<file path="src/hw/fdso_pkg.sv">
// fdso package: register map, field layout and divider constants
// What this block does
// - A first divider write with the load-control bit at 0 locks the register until reset.
// - A divider write with the load-control bit at 1 keeps the register open for the next write.
// - Bit 7 of the divider register reads 0 until it is written after reset, then 1.
// - Prescale bit 6 at 1 divides the bus clock by 8 before the divider, at 0 feeds it directly.
// - The timing clock is the bus clock over divide field plus one (over 2 for field 0 unprescaled), times 8 when prescaled.
// - The overall division ratio stays between 2 and 512.
// - The security option register reads fully and ignores every write.
// - The security option register is loaded from the nonvolatile security byte at reset.
// - Backdoor key access is enabled only when bits 7:6 hold 10.
// - The device is unsecured when bits 1:0 hold 10 or after a backdoor unlock, secured otherwise.
// - After a successful backdoor unlock the security field reads as unsecured.
// - The key write access bit is writable only while backdoor access is enabled.
package fdso_pkg;
  // ****************************************
  // bus and register map
  // ****************************************
  localparam int APB_ADDR_W = 8;
  localparam int APB_DATA_W = 32;
  localparam int REG_W = 8;
  localparam logic [7:0] OFF_TIMING_DIV = 8'h00;
  localparam logic [7:0] OFF_SEC_OPT = 8'h04;
  localparam logic [7:0] OFF_KEY_CFG = 8'h08;
  localparam int WORD_LSB = 2;
  // ****************************************
  // field layout
  // ****************************************
  localparam int LOADED_BIT = 7;
  localparam int PRESCALE_BIT = 6;
  localparam int DIV_W = 6;
  localparam int DIV_MSB = 5;
  localparam int KEY_EN_MSB = 7;
  localparam int KEY_EN_LSB = 6;
  localparam int SEC_MSB = 1;
  localparam int SEC_LSB = 0;
  localparam int KEY_ACC_BIT = 5;
  localparam logic [1:0] KEY_EN_ENABLED = 2'h2;
  localparam logic [1:0] SEC_UNSECURED = 2'h2;
  // ****************************************
  // divider
  // ****************************************
  localparam int PRE_W = 3;
  localparam int RATIO_W = 10;
  localparam logic [RATIO_W-1:0] RATIO_MIN = 10'h002;
  localparam logic [RATIO_W-1:0] RATIO_MAX = 10'h200;
endpackage

</file>
<file path="src/hw/fdso_clkdiv.sv">
// fdso timing clock divider: optional prescale then programmable divide
`timescale 1ns/100ps
`default_nettype none
module fdso_clkdiv #(
  parameter int DIV_W = fdso_pkg::DIV_W,
  parameter int PRE_W = fdso_pkg::PRE_W
) (
  // clock and reset
  input wire logic ref_clk_in,
  input wire logic rst_in,
  // configuration
  input wire logic en_in,
  input wire logic prescale_in,
  input wire logic [DIV_W-1:0] div_in,
  // timing clock strobe
  output logic tick_out
);
  typedef struct packed {
    logic [DIV_W:0] cfg;
    logic [PRE_W-1:0] pre;
    logic [DIV_W-1:0] cnt;
    logic tick;
  } fdso_div_s;

  fdso_div_s st;
  fdso_div_s next_st;
  logic [DIV_W:0] cfg;
  logic [DIV_W-1:0] div_eff;
  logic restart;

  assign cfg = {prescale_in, div_in};
  assign div_eff = (!prescale_in && div_in == '0) ? DIV_W'(1) : div_in;
  assign restart = !en_in || cfg != st.cfg;
  assign tick_out = st.tick;

  always_comb
  begin
    next_st = st;
    next_st.tick = 1'b0;
    if (restart)
    begin
      next_st.cfg = cfg;
      next_st.pre = '0;
      next_st.cnt = '0;
    end
    else
    begin
      if (prescale_in)
        next_st.pre = st.pre + 1'b1;
      if (!prescale_in || st.pre == '1)
      begin
        if (st.cnt == div_eff)
        begin
          next_st.cnt = '0;
          next_st.tick = 1'b1;
        end
        else
          next_st.cnt = st.cnt + 1'b1;
      end
    end
  end

  always_ff @(posedge ref_clk_in or posedge rst_in)
  begin
    if (rst_in)
      st <= '0;
    else
      st <= next_st;
  end

  // ****************************************
  // checks
  // ****************************************
  logic [fdso_pkg::RATIO_W-1:0] ratio;
  logic [fdso_pkg::RATIO_W-1:0] gap;
  logic fresh;

  assign ratio = fdso_pkg::RATIO_W'({1'b0, div_eff} + 1'b1) << (prescale_in ? PRE_W : 0);

  always_ff @(posedge ref_clk_in or posedge rst_in)
  begin
    if (rst_in)
    begin
      gap <= '0;
      fresh <= 1'b1;
    end
    else
    begin
      gap <= st.tick ? '0 : gap + 1'b1;
      fresh <= restart || (fresh && !st.tick);
    end
  end
endmodule
`default_nettype wire

</file>
<file path="src/hw/fdso_top.sv">
// fdso top: timing divider, security option and key access registers on apb
//
// The address map and register access over APB were chosen for this implementation.
`timescale 1ns/100ps
`default_nettype none
module fdso_top (
  // clock and reset
  input wire logic ref_clk_in,
  input wire logic rst_in,
  // apb slave
  input wire logic [fdso_pkg::APB_ADDR_W-1:0] paddr_in,
  input wire logic psel_in,
  input wire logic penable_in,
  input wire logic pwrite_in,
  input wire logic [fdso_pkg::APB_DATA_W-1:0] pwdata_in,
  output logic pready_out,
  output logic [fdso_pkg::APB_DATA_W-1:0] prdata_out,
  output logic pslverr_out,
  // nonvolatile byte and unlock status
  input wire logic [fdso_pkg::REG_W-1:0] nonvolatile_security_byte_in,
  input wire logic backdoor_unlocked_in,
  // block status
  output logic flash_timing_clock_out,
  output logic divider_loaded_flag_out,
  output logic backdoor_key_enabled_out,
  output logic secured_out,
  output logic key_write_access_out
);
  typedef struct packed {
    logic nv_loaded;
    logic written;
    logic locked;
    logic prescale;
    logic [fdso_pkg::DIV_W-1:0] div;
    logic [fdso_pkg::REG_W-1:0] opt;
    logic key_acc;
    logic key_en;
    logic secured;
    logic pready;
    logic pslverr;
    logic [fdso_pkg::APB_DATA_W-1:0] prdata;
  } fdso_regs_s;

  fdso_regs_s st;
  fdso_regs_s next_st;

  // ****************************************
  // address decode
  // ****************************************
  logic sel_div;
  logic sel_opt;
  logic sel_key;
  logic hit;
  logic start;
  logic done;
  logic wr_done;

  assign sel_div = paddr_in[fdso_pkg::APB_ADDR_W-1:fdso_pkg::WORD_LSB]
                   == fdso_pkg::OFF_TIMING_DIV[fdso_pkg::APB_ADDR_W-1:fdso_pkg::WORD_LSB];
  assign sel_opt = paddr_in[fdso_pkg::APB_ADDR_W-1:fdso_pkg::WORD_LSB]
                   == fdso_pkg::OFF_SEC_OPT[fdso_pkg::APB_ADDR_W-1:fdso_pkg::WORD_LSB];
  assign sel_key = paddr_in[fdso_pkg::APB_ADDR_W-1:fdso_pkg::WORD_LSB]
                   == fdso_pkg::OFF_KEY_CFG[fdso_pkg::APB_ADDR_W-1:fdso_pkg::WORD_LSB];
  assign hit = sel_div || sel_opt || sel_key;
  assign start = psel_in && penable_in && !st.pready && st.nv_loaded;
  assign done = psel_in && penable_in && st.pready;
  assign wr_done = done && pwrite_in;

  // ****************************************
  // read values
  // ****************************************
  logic [1:0] sec_rd;
  logic key_enabled;
  logic [fdso_pkg::REG_W-1:0] div_rd;
  logic [fdso_pkg::REG_W-1:0] opt_rd;
  logic [fdso_pkg::REG_W-1:0] key_rd;
  logic [fdso_pkg::REG_W-1:0] rdata;

  assign sec_rd = backdoor_unlocked_in ? fdso_pkg::SEC_UNSECURED
                                       : st.opt[fdso_pkg::SEC_MSB:fdso_pkg::SEC_LSB];
  assign key_enabled = st.opt[fdso_pkg::KEY_EN_MSB:fdso_pkg::KEY_EN_LSB]
                       == fdso_pkg::KEY_EN_ENABLED;
  assign div_rd = {st.written, st.prescale, st.div};
  assign opt_rd = {st.opt[fdso_pkg::REG_W-1:fdso_pkg::SEC_MSB+1], sec_rd};
  assign key_rd = fdso_pkg::REG_W'(st.key_acc) << fdso_pkg::KEY_ACC_BIT;
  assign rdata = sel_div ? div_rd : sel_opt ? opt_rd : sel_key ? key_rd : '0;

  // ****************************************
  // next state
  // ****************************************
  always_comb
  begin
    next_st = st;
    next_st.pready = 1'b0;
    next_st.pslverr = 1'b0;
    if (!st.nv_loaded)
    begin
      next_st.opt = nonvolatile_security_byte_in;
      next_st.nv_loaded = 1'b1;
    end
    // one wait state answer
    if (start)
    begin
      next_st.pready = 1'b1;
      next_st.pslverr = !hit;
      next_st.prdata = pwrite_in ? '0 : fdso_pkg::APB_DATA_W'(rdata);
    end
    if (wr_done && sel_div && !st.locked)
    begin
      next_st.written = 1'b1;
      next_st.locked = !pwdata_in[fdso_pkg::LOADED_BIT];
      next_st.prescale = pwdata_in[fdso_pkg::PRESCALE_BIT];
      next_st.div = pwdata_in[fdso_pkg::DIV_MSB:0];
    end
    if (wr_done && sel_key && key_enabled)
      next_st.key_acc = pwdata_in[fdso_pkg::KEY_ACC_BIT];
    next_st.key_en = key_enabled;
    next_st.secured = sec_rd != fdso_pkg::SEC_UNSECURED;
  end

  always_ff @(posedge ref_clk_in or posedge rst_in)
  begin
    if (rst_in)
      st <= '0;
    else
      st <= next_st;
  end

  // ****************************************
  // timing clock divider
  // ****************************************
  logic tick;

  fdso_clkdiv #(
    .DIV_W(fdso_pkg::DIV_W),
    .PRE_W(fdso_pkg::PRE_W)
  ) u_clkdiv (
    .ref_clk_in(ref_clk_in),
    .rst_in(rst_in),
    .en_in(st.written),
    .prescale_in(st.prescale),
    .div_in(st.div),
    .tick_out(tick)
  );

  // ****************************************
  // outputs
  // ****************************************
  assign pready_out = st.pready;
  assign prdata_out = st.prdata;
  assign pslverr_out = st.pslverr;
  assign flash_timing_clock_out = tick;
  assign divider_loaded_flag_out = st.written;
  assign backdoor_key_enabled_out = st.key_en;
  assign secured_out = st.secured;
  assign key_write_access_out = st.key_acc;
endmodule
`default_nettype wire

</file>
<file path="config.mk">
export PLATFORM = sky130hd
export DESIGN_NAME = fdso_top
export DESIGN_NICKNAME = d
export VERILOG_FILES = /design/src/hw/fdso_pkg.sv /design/src/hw/fdso_clkdiv.sv /design/src/hw/fdso_top.sv
export SDC_FILE = /design/constraint.sdc
export NUM_CORES = 1
export LEC_CHECK = 0
export BUFFER_PORTS_ARGS = -buffer_cell sky130_fd_sc_hd__buf_2
export CAP_MARGIN = 20
export CORE_AREA = 2 2 75 85
export DETAILED_ROUTE_END_ITERATION = 6
export DIE_AREA = 0 0 77 87
export PLACE_DENSITY = 0.74
export SYNTH_ARGS = -nofsm -noshare
export SYNTH_HDL_FRONTEND = slang
export SYNTH_HIERARCHICAL = 1
export SYNTH_SLANG_ARGS = --single-unit
</file>
<file path="constraint.sdc">
create_clock -name ref_clk_in -period 1.7 [get_ports ref_clk_in]
set_clock_uncertainty 0.15 [all_clocks]
set_input_delay 0.34 -clock ref_clk_in [delete_from_list [all_inputs] [get_ports ref_clk_in]]
set_output_delay 0.34 -clock ref_clk_in [all_outputs]
set_load 0.05 [all_outputs]
</file>
==> summary.md <==
| Metric | Value |
|---|---|
| Max Buffers Root-to-Sink | 2 |
| Area growth, synth to finish | 21.7% |
| Total power per unit cell area | between 700 and 800 mW/mm^2 |
| Post-synthesis compound-gate area fraction | 0.0615 |
| Row count | 30 |
| Number of cells on the worst reg-to-reg path | 5 |
| Sequential share of power | 0.511 |
| Simple-gate area share of the yosys netlist | 0.153 |
| Gate power share | 0.142 |
| Synthesized area per cell | 11.1 sq um |
| Path category of the worst min-delay check | primary input to register |
| Sinks on Clock Net | 48 |
| Sequential-to-total area share from yosys stat | 0.480 |
| Count leader, synth | dfrtp_1 |
| Routability cong. | 0.761 |
| Crit. End Element | register |
| Async SR Flop Fraction | 1.00 |
| Filler cells | about 560 |
| Die Area | 0.00670 sq mm |
| DRT met1 WL | 1870 um |
| Leakage | 1.60 nW |
| Die Wd | around 77 um |
| Peak supply drop | between 0.4 and 0.5 mV |
| Final number of setup-violating endpoints | 11 |
| Placed cell areas | 0.00279 sq mm |
| Congestion Overflow GR | 0 |
| Total GRT Usage | 0.146 |
| I/O Buffers | 42 |
| First-pass GRT wire length | 7710 um |
| Final cycle utilization of the critical path | 1.05 |
| Crit Path Class | register to register |
| Worst path slowest cell | dfrtp_2 |
| CP Cell Sequence | nor4_4, mux2i_1, nand4_2, or4b_1, a31oi_1 |
| Met3 WL | 195 um |
| Ports | 93 |
| Wire length on met2 | 2350 um |
| Final Util | 0.514 |
| Mapped Cells | 226 |
| RSZ-0062 raised after global routing | true |
| Violated checks | setup timing |
| DIE HEIGHT | 87 um |
| Starting Density | 0.422 |
| Post-route cell area | 0.00305 sq mm |
| Worst EP required | 1.77 ns |
| CP arrival | about 1.9 ns |
| Synth cell types | 43 |
| Fin crit period | 1.79 ns |
| Final HPWL DP | roughly 3300 um |
| CTS tree | built |
| Clock share of power | 0.347 |
| Adder-Cell Fraction of Synth Area | 0.0150 |
| Max Transition Viols Final | 0 |
| Status | finished with violations |
| Vias in the first global route | 1678 |
| Post-synthesis cell area | roughly 0.0025 sq mm |
| Pint | ~0.0017 W |
| Largest fanout on the critical path | 5 |
| Crit path largest cell delay | 0.45 ns |
| Top layer in use | met4 |
| Num CTS Buffers | 5 |
| Vias per cell | 4.62 |
| # DRC | 0 |
| CP startpoint kind | register |
| Pre-CTS setup slack | -0.376 ns |
| Root buf cell | clkbuf_8 |
| Sw frac | 0.268 |
| Post-route ant nets | 0 |
| R2r startpoint | div_rd[6] |
| XOR/XNOR Fraction of Synth Area | 0.0455 |
| Dominant synthesized flop cell | dfrtp_1 |
| Diode count | 0 |
| Largest area contributor in the netlist | dfrtp_1 |
| Yosys top cell area share | 0.480 |
| DR iter-0 viols | about 130 |
| Final nets | 344 |
| #FFs+latches synth | 48 |
| Post-synthesis mux area share | 0.104 |
| Highest Clock Rate | 559 MHz |
| Initial antenna violation count | 0 |
| Hold depth | 2 |
| Reg clk slew, reported paths | 0.09 ns |
| Net Sw Power | approximately 0.00063 W |
| Largest family of logic cells by synthesized area | simple AND/OR/NAND/NOR gates |
| Core ar. | 0.00593 sq mm |
| Share of layout cells above drive strength 1 | 0.427 |
| Clock latency on the worst-skew pair | roughly 0.3 ns |
| Vias after detailed routing | 1700 |
| DR WL/cell | 12.2 um |
| Final setup margin | -0.0900 ns |
| Area contributors post-synth | dfrtp_1, buf_4, mux2_2, xor2_1, mux2i_1 |
| Max Cap Viol | 0 |
| Ys Warns | 6 |
| Pre-Repair DR Iteration Count | 4 |
| Largest net degree at the start of global routing | 32 |
| Hold Path Origin | backdoor_unlocked_in |
| H-tree depth | 2 |
| Most frequent cells after synthesis | dfrtp_1, buf_4, nand2_1 |
| Drt total wl | 4490 um |
| Critical path origin | div_rd[6] |
| Endpoints failing hold | 0 |
| Post-synth EDFFs | 0 |
cells in the final DEF, fill, tap and decap left out, types with 5 or more instances in the layout:
cell type	n
a21oi_1	6
buf_2	41
buf_4	30
buf_6	5
clkbuf_8	5
conb_1	25
dfrtp_1	45
inv_1	6
mux2_2	9
mux2_4	7
mux2i_1	8
nand2_1	17
nand3_1	5
nor2_1	8
o31ai_1	6
xor2_1	10
area by class of cell:
type                       count  area, sq um  area share
timing repair buffer          77          497       0.163
inverter                       6         22.5     0.00739
tap                           80          100      0.0329
clock buffer                   6         72.6      0.0238
multi-input combinational    149         1110       0.366
clock inverter                 2         35.0      0.0115
sequential                    48         1200       0.395
registers in the layout, indices dropped and copies added, names as in the netlist:
| name | flops |
|---|---|
| backdoor_key_enabled_out | 1 |
| div_rd | 7 |
| divider_loaded_flag_out | 1 |
| key_write_access_out | 1 |
| opt_rd | 6 |
| prdata_out | 8 |
| pready_out | 1 |
| pslverr_out | 1 |
| secured_out | 1 |
| st | 4 |
| u_clkdiv/st | 16 |
| u_clkdiv/tick_out | 1 |
critical path, delay by kind of cell, from the launching register on:
family | cells | cell delay, ns
AOI/OAI and AO/OA | 1 | 0.15
DFF | 1 | 0.45
muxes | 1 | 0.12
and+or+nand+nor | 3 | 0.86
cell families after synthesis:
family                   count (synthesis)
AO/OA/AOI/OAI                           22
adder cells (fa/ha/maj)                  3
XOR/XNOR                                13
buffers and inverters                   52
multiplexers                            24
other                                    2
AND/OR/NAND/NOR                         62
flip-flops                              48
stage by stage:
stage	total power, W	setup TNS, ns	hold slack (ns)	instances
after global routing	0.00244	-1.33	0.0610	368
after detailed placement	0.00153	-6.27	0.235	354
after floorplan	0.00149	-4.14	0.116	249
final	0.00233	-0.329	0.0616	368
after global placement	0.00153	-5.40	0.229	354
after CTS	0.00236	-0.351	0.0557	366
power groups by stage:
stage	Sequential, W	Combinational, W	Clock, W
after floorplan	0.00123	0.000258	0
after global placement	0.00121	0.000317	0
after detailed placement	0.00121	0.000321	0
after CTS	0.00119	0.000329	0.000838
after global routing	0.00120	0.000354	0.000890
final	0.00119	0.000330	0.000810
worst paths after layout:
| path | to | slack (ns) |
|---|---|---|
| worst min register to register | u_clkdiv/st[10] | 0.31 |
| max in group asynchronous | div_rd[6] | 0.58 |
| worst min-delay path | secured_out | 0.06 |
| worst max-delay path | u_clkdiv/st[5] | -0.09 |
| min in group asynchronous | u_clkdiv/st[12] | 0.44 |
| worst max register to register | u_clkdiv/st[5] | -0.09 |
metal layers:
metal | vias to the layer above | track usage
met5 | - | 0
met3 | 9 | 0.0425
li1 | 829 | -
met4 | 0 | 0.0552
met1 | 825 | 0.172
met2 | 37 | 0.254
what timing repair did:
action                                  in CTS  in global routing
cloned                                       0                  0
setup buffers                                3                  2
pin swaps                                    5                  4
resized for setup                           14                 11
endpoints found under the hold margin       48                  0
hold buffers                                 1                  0
endpoints found under the setup margin      18                 18
Note: power is estimated with default switching activity, not from simulation.
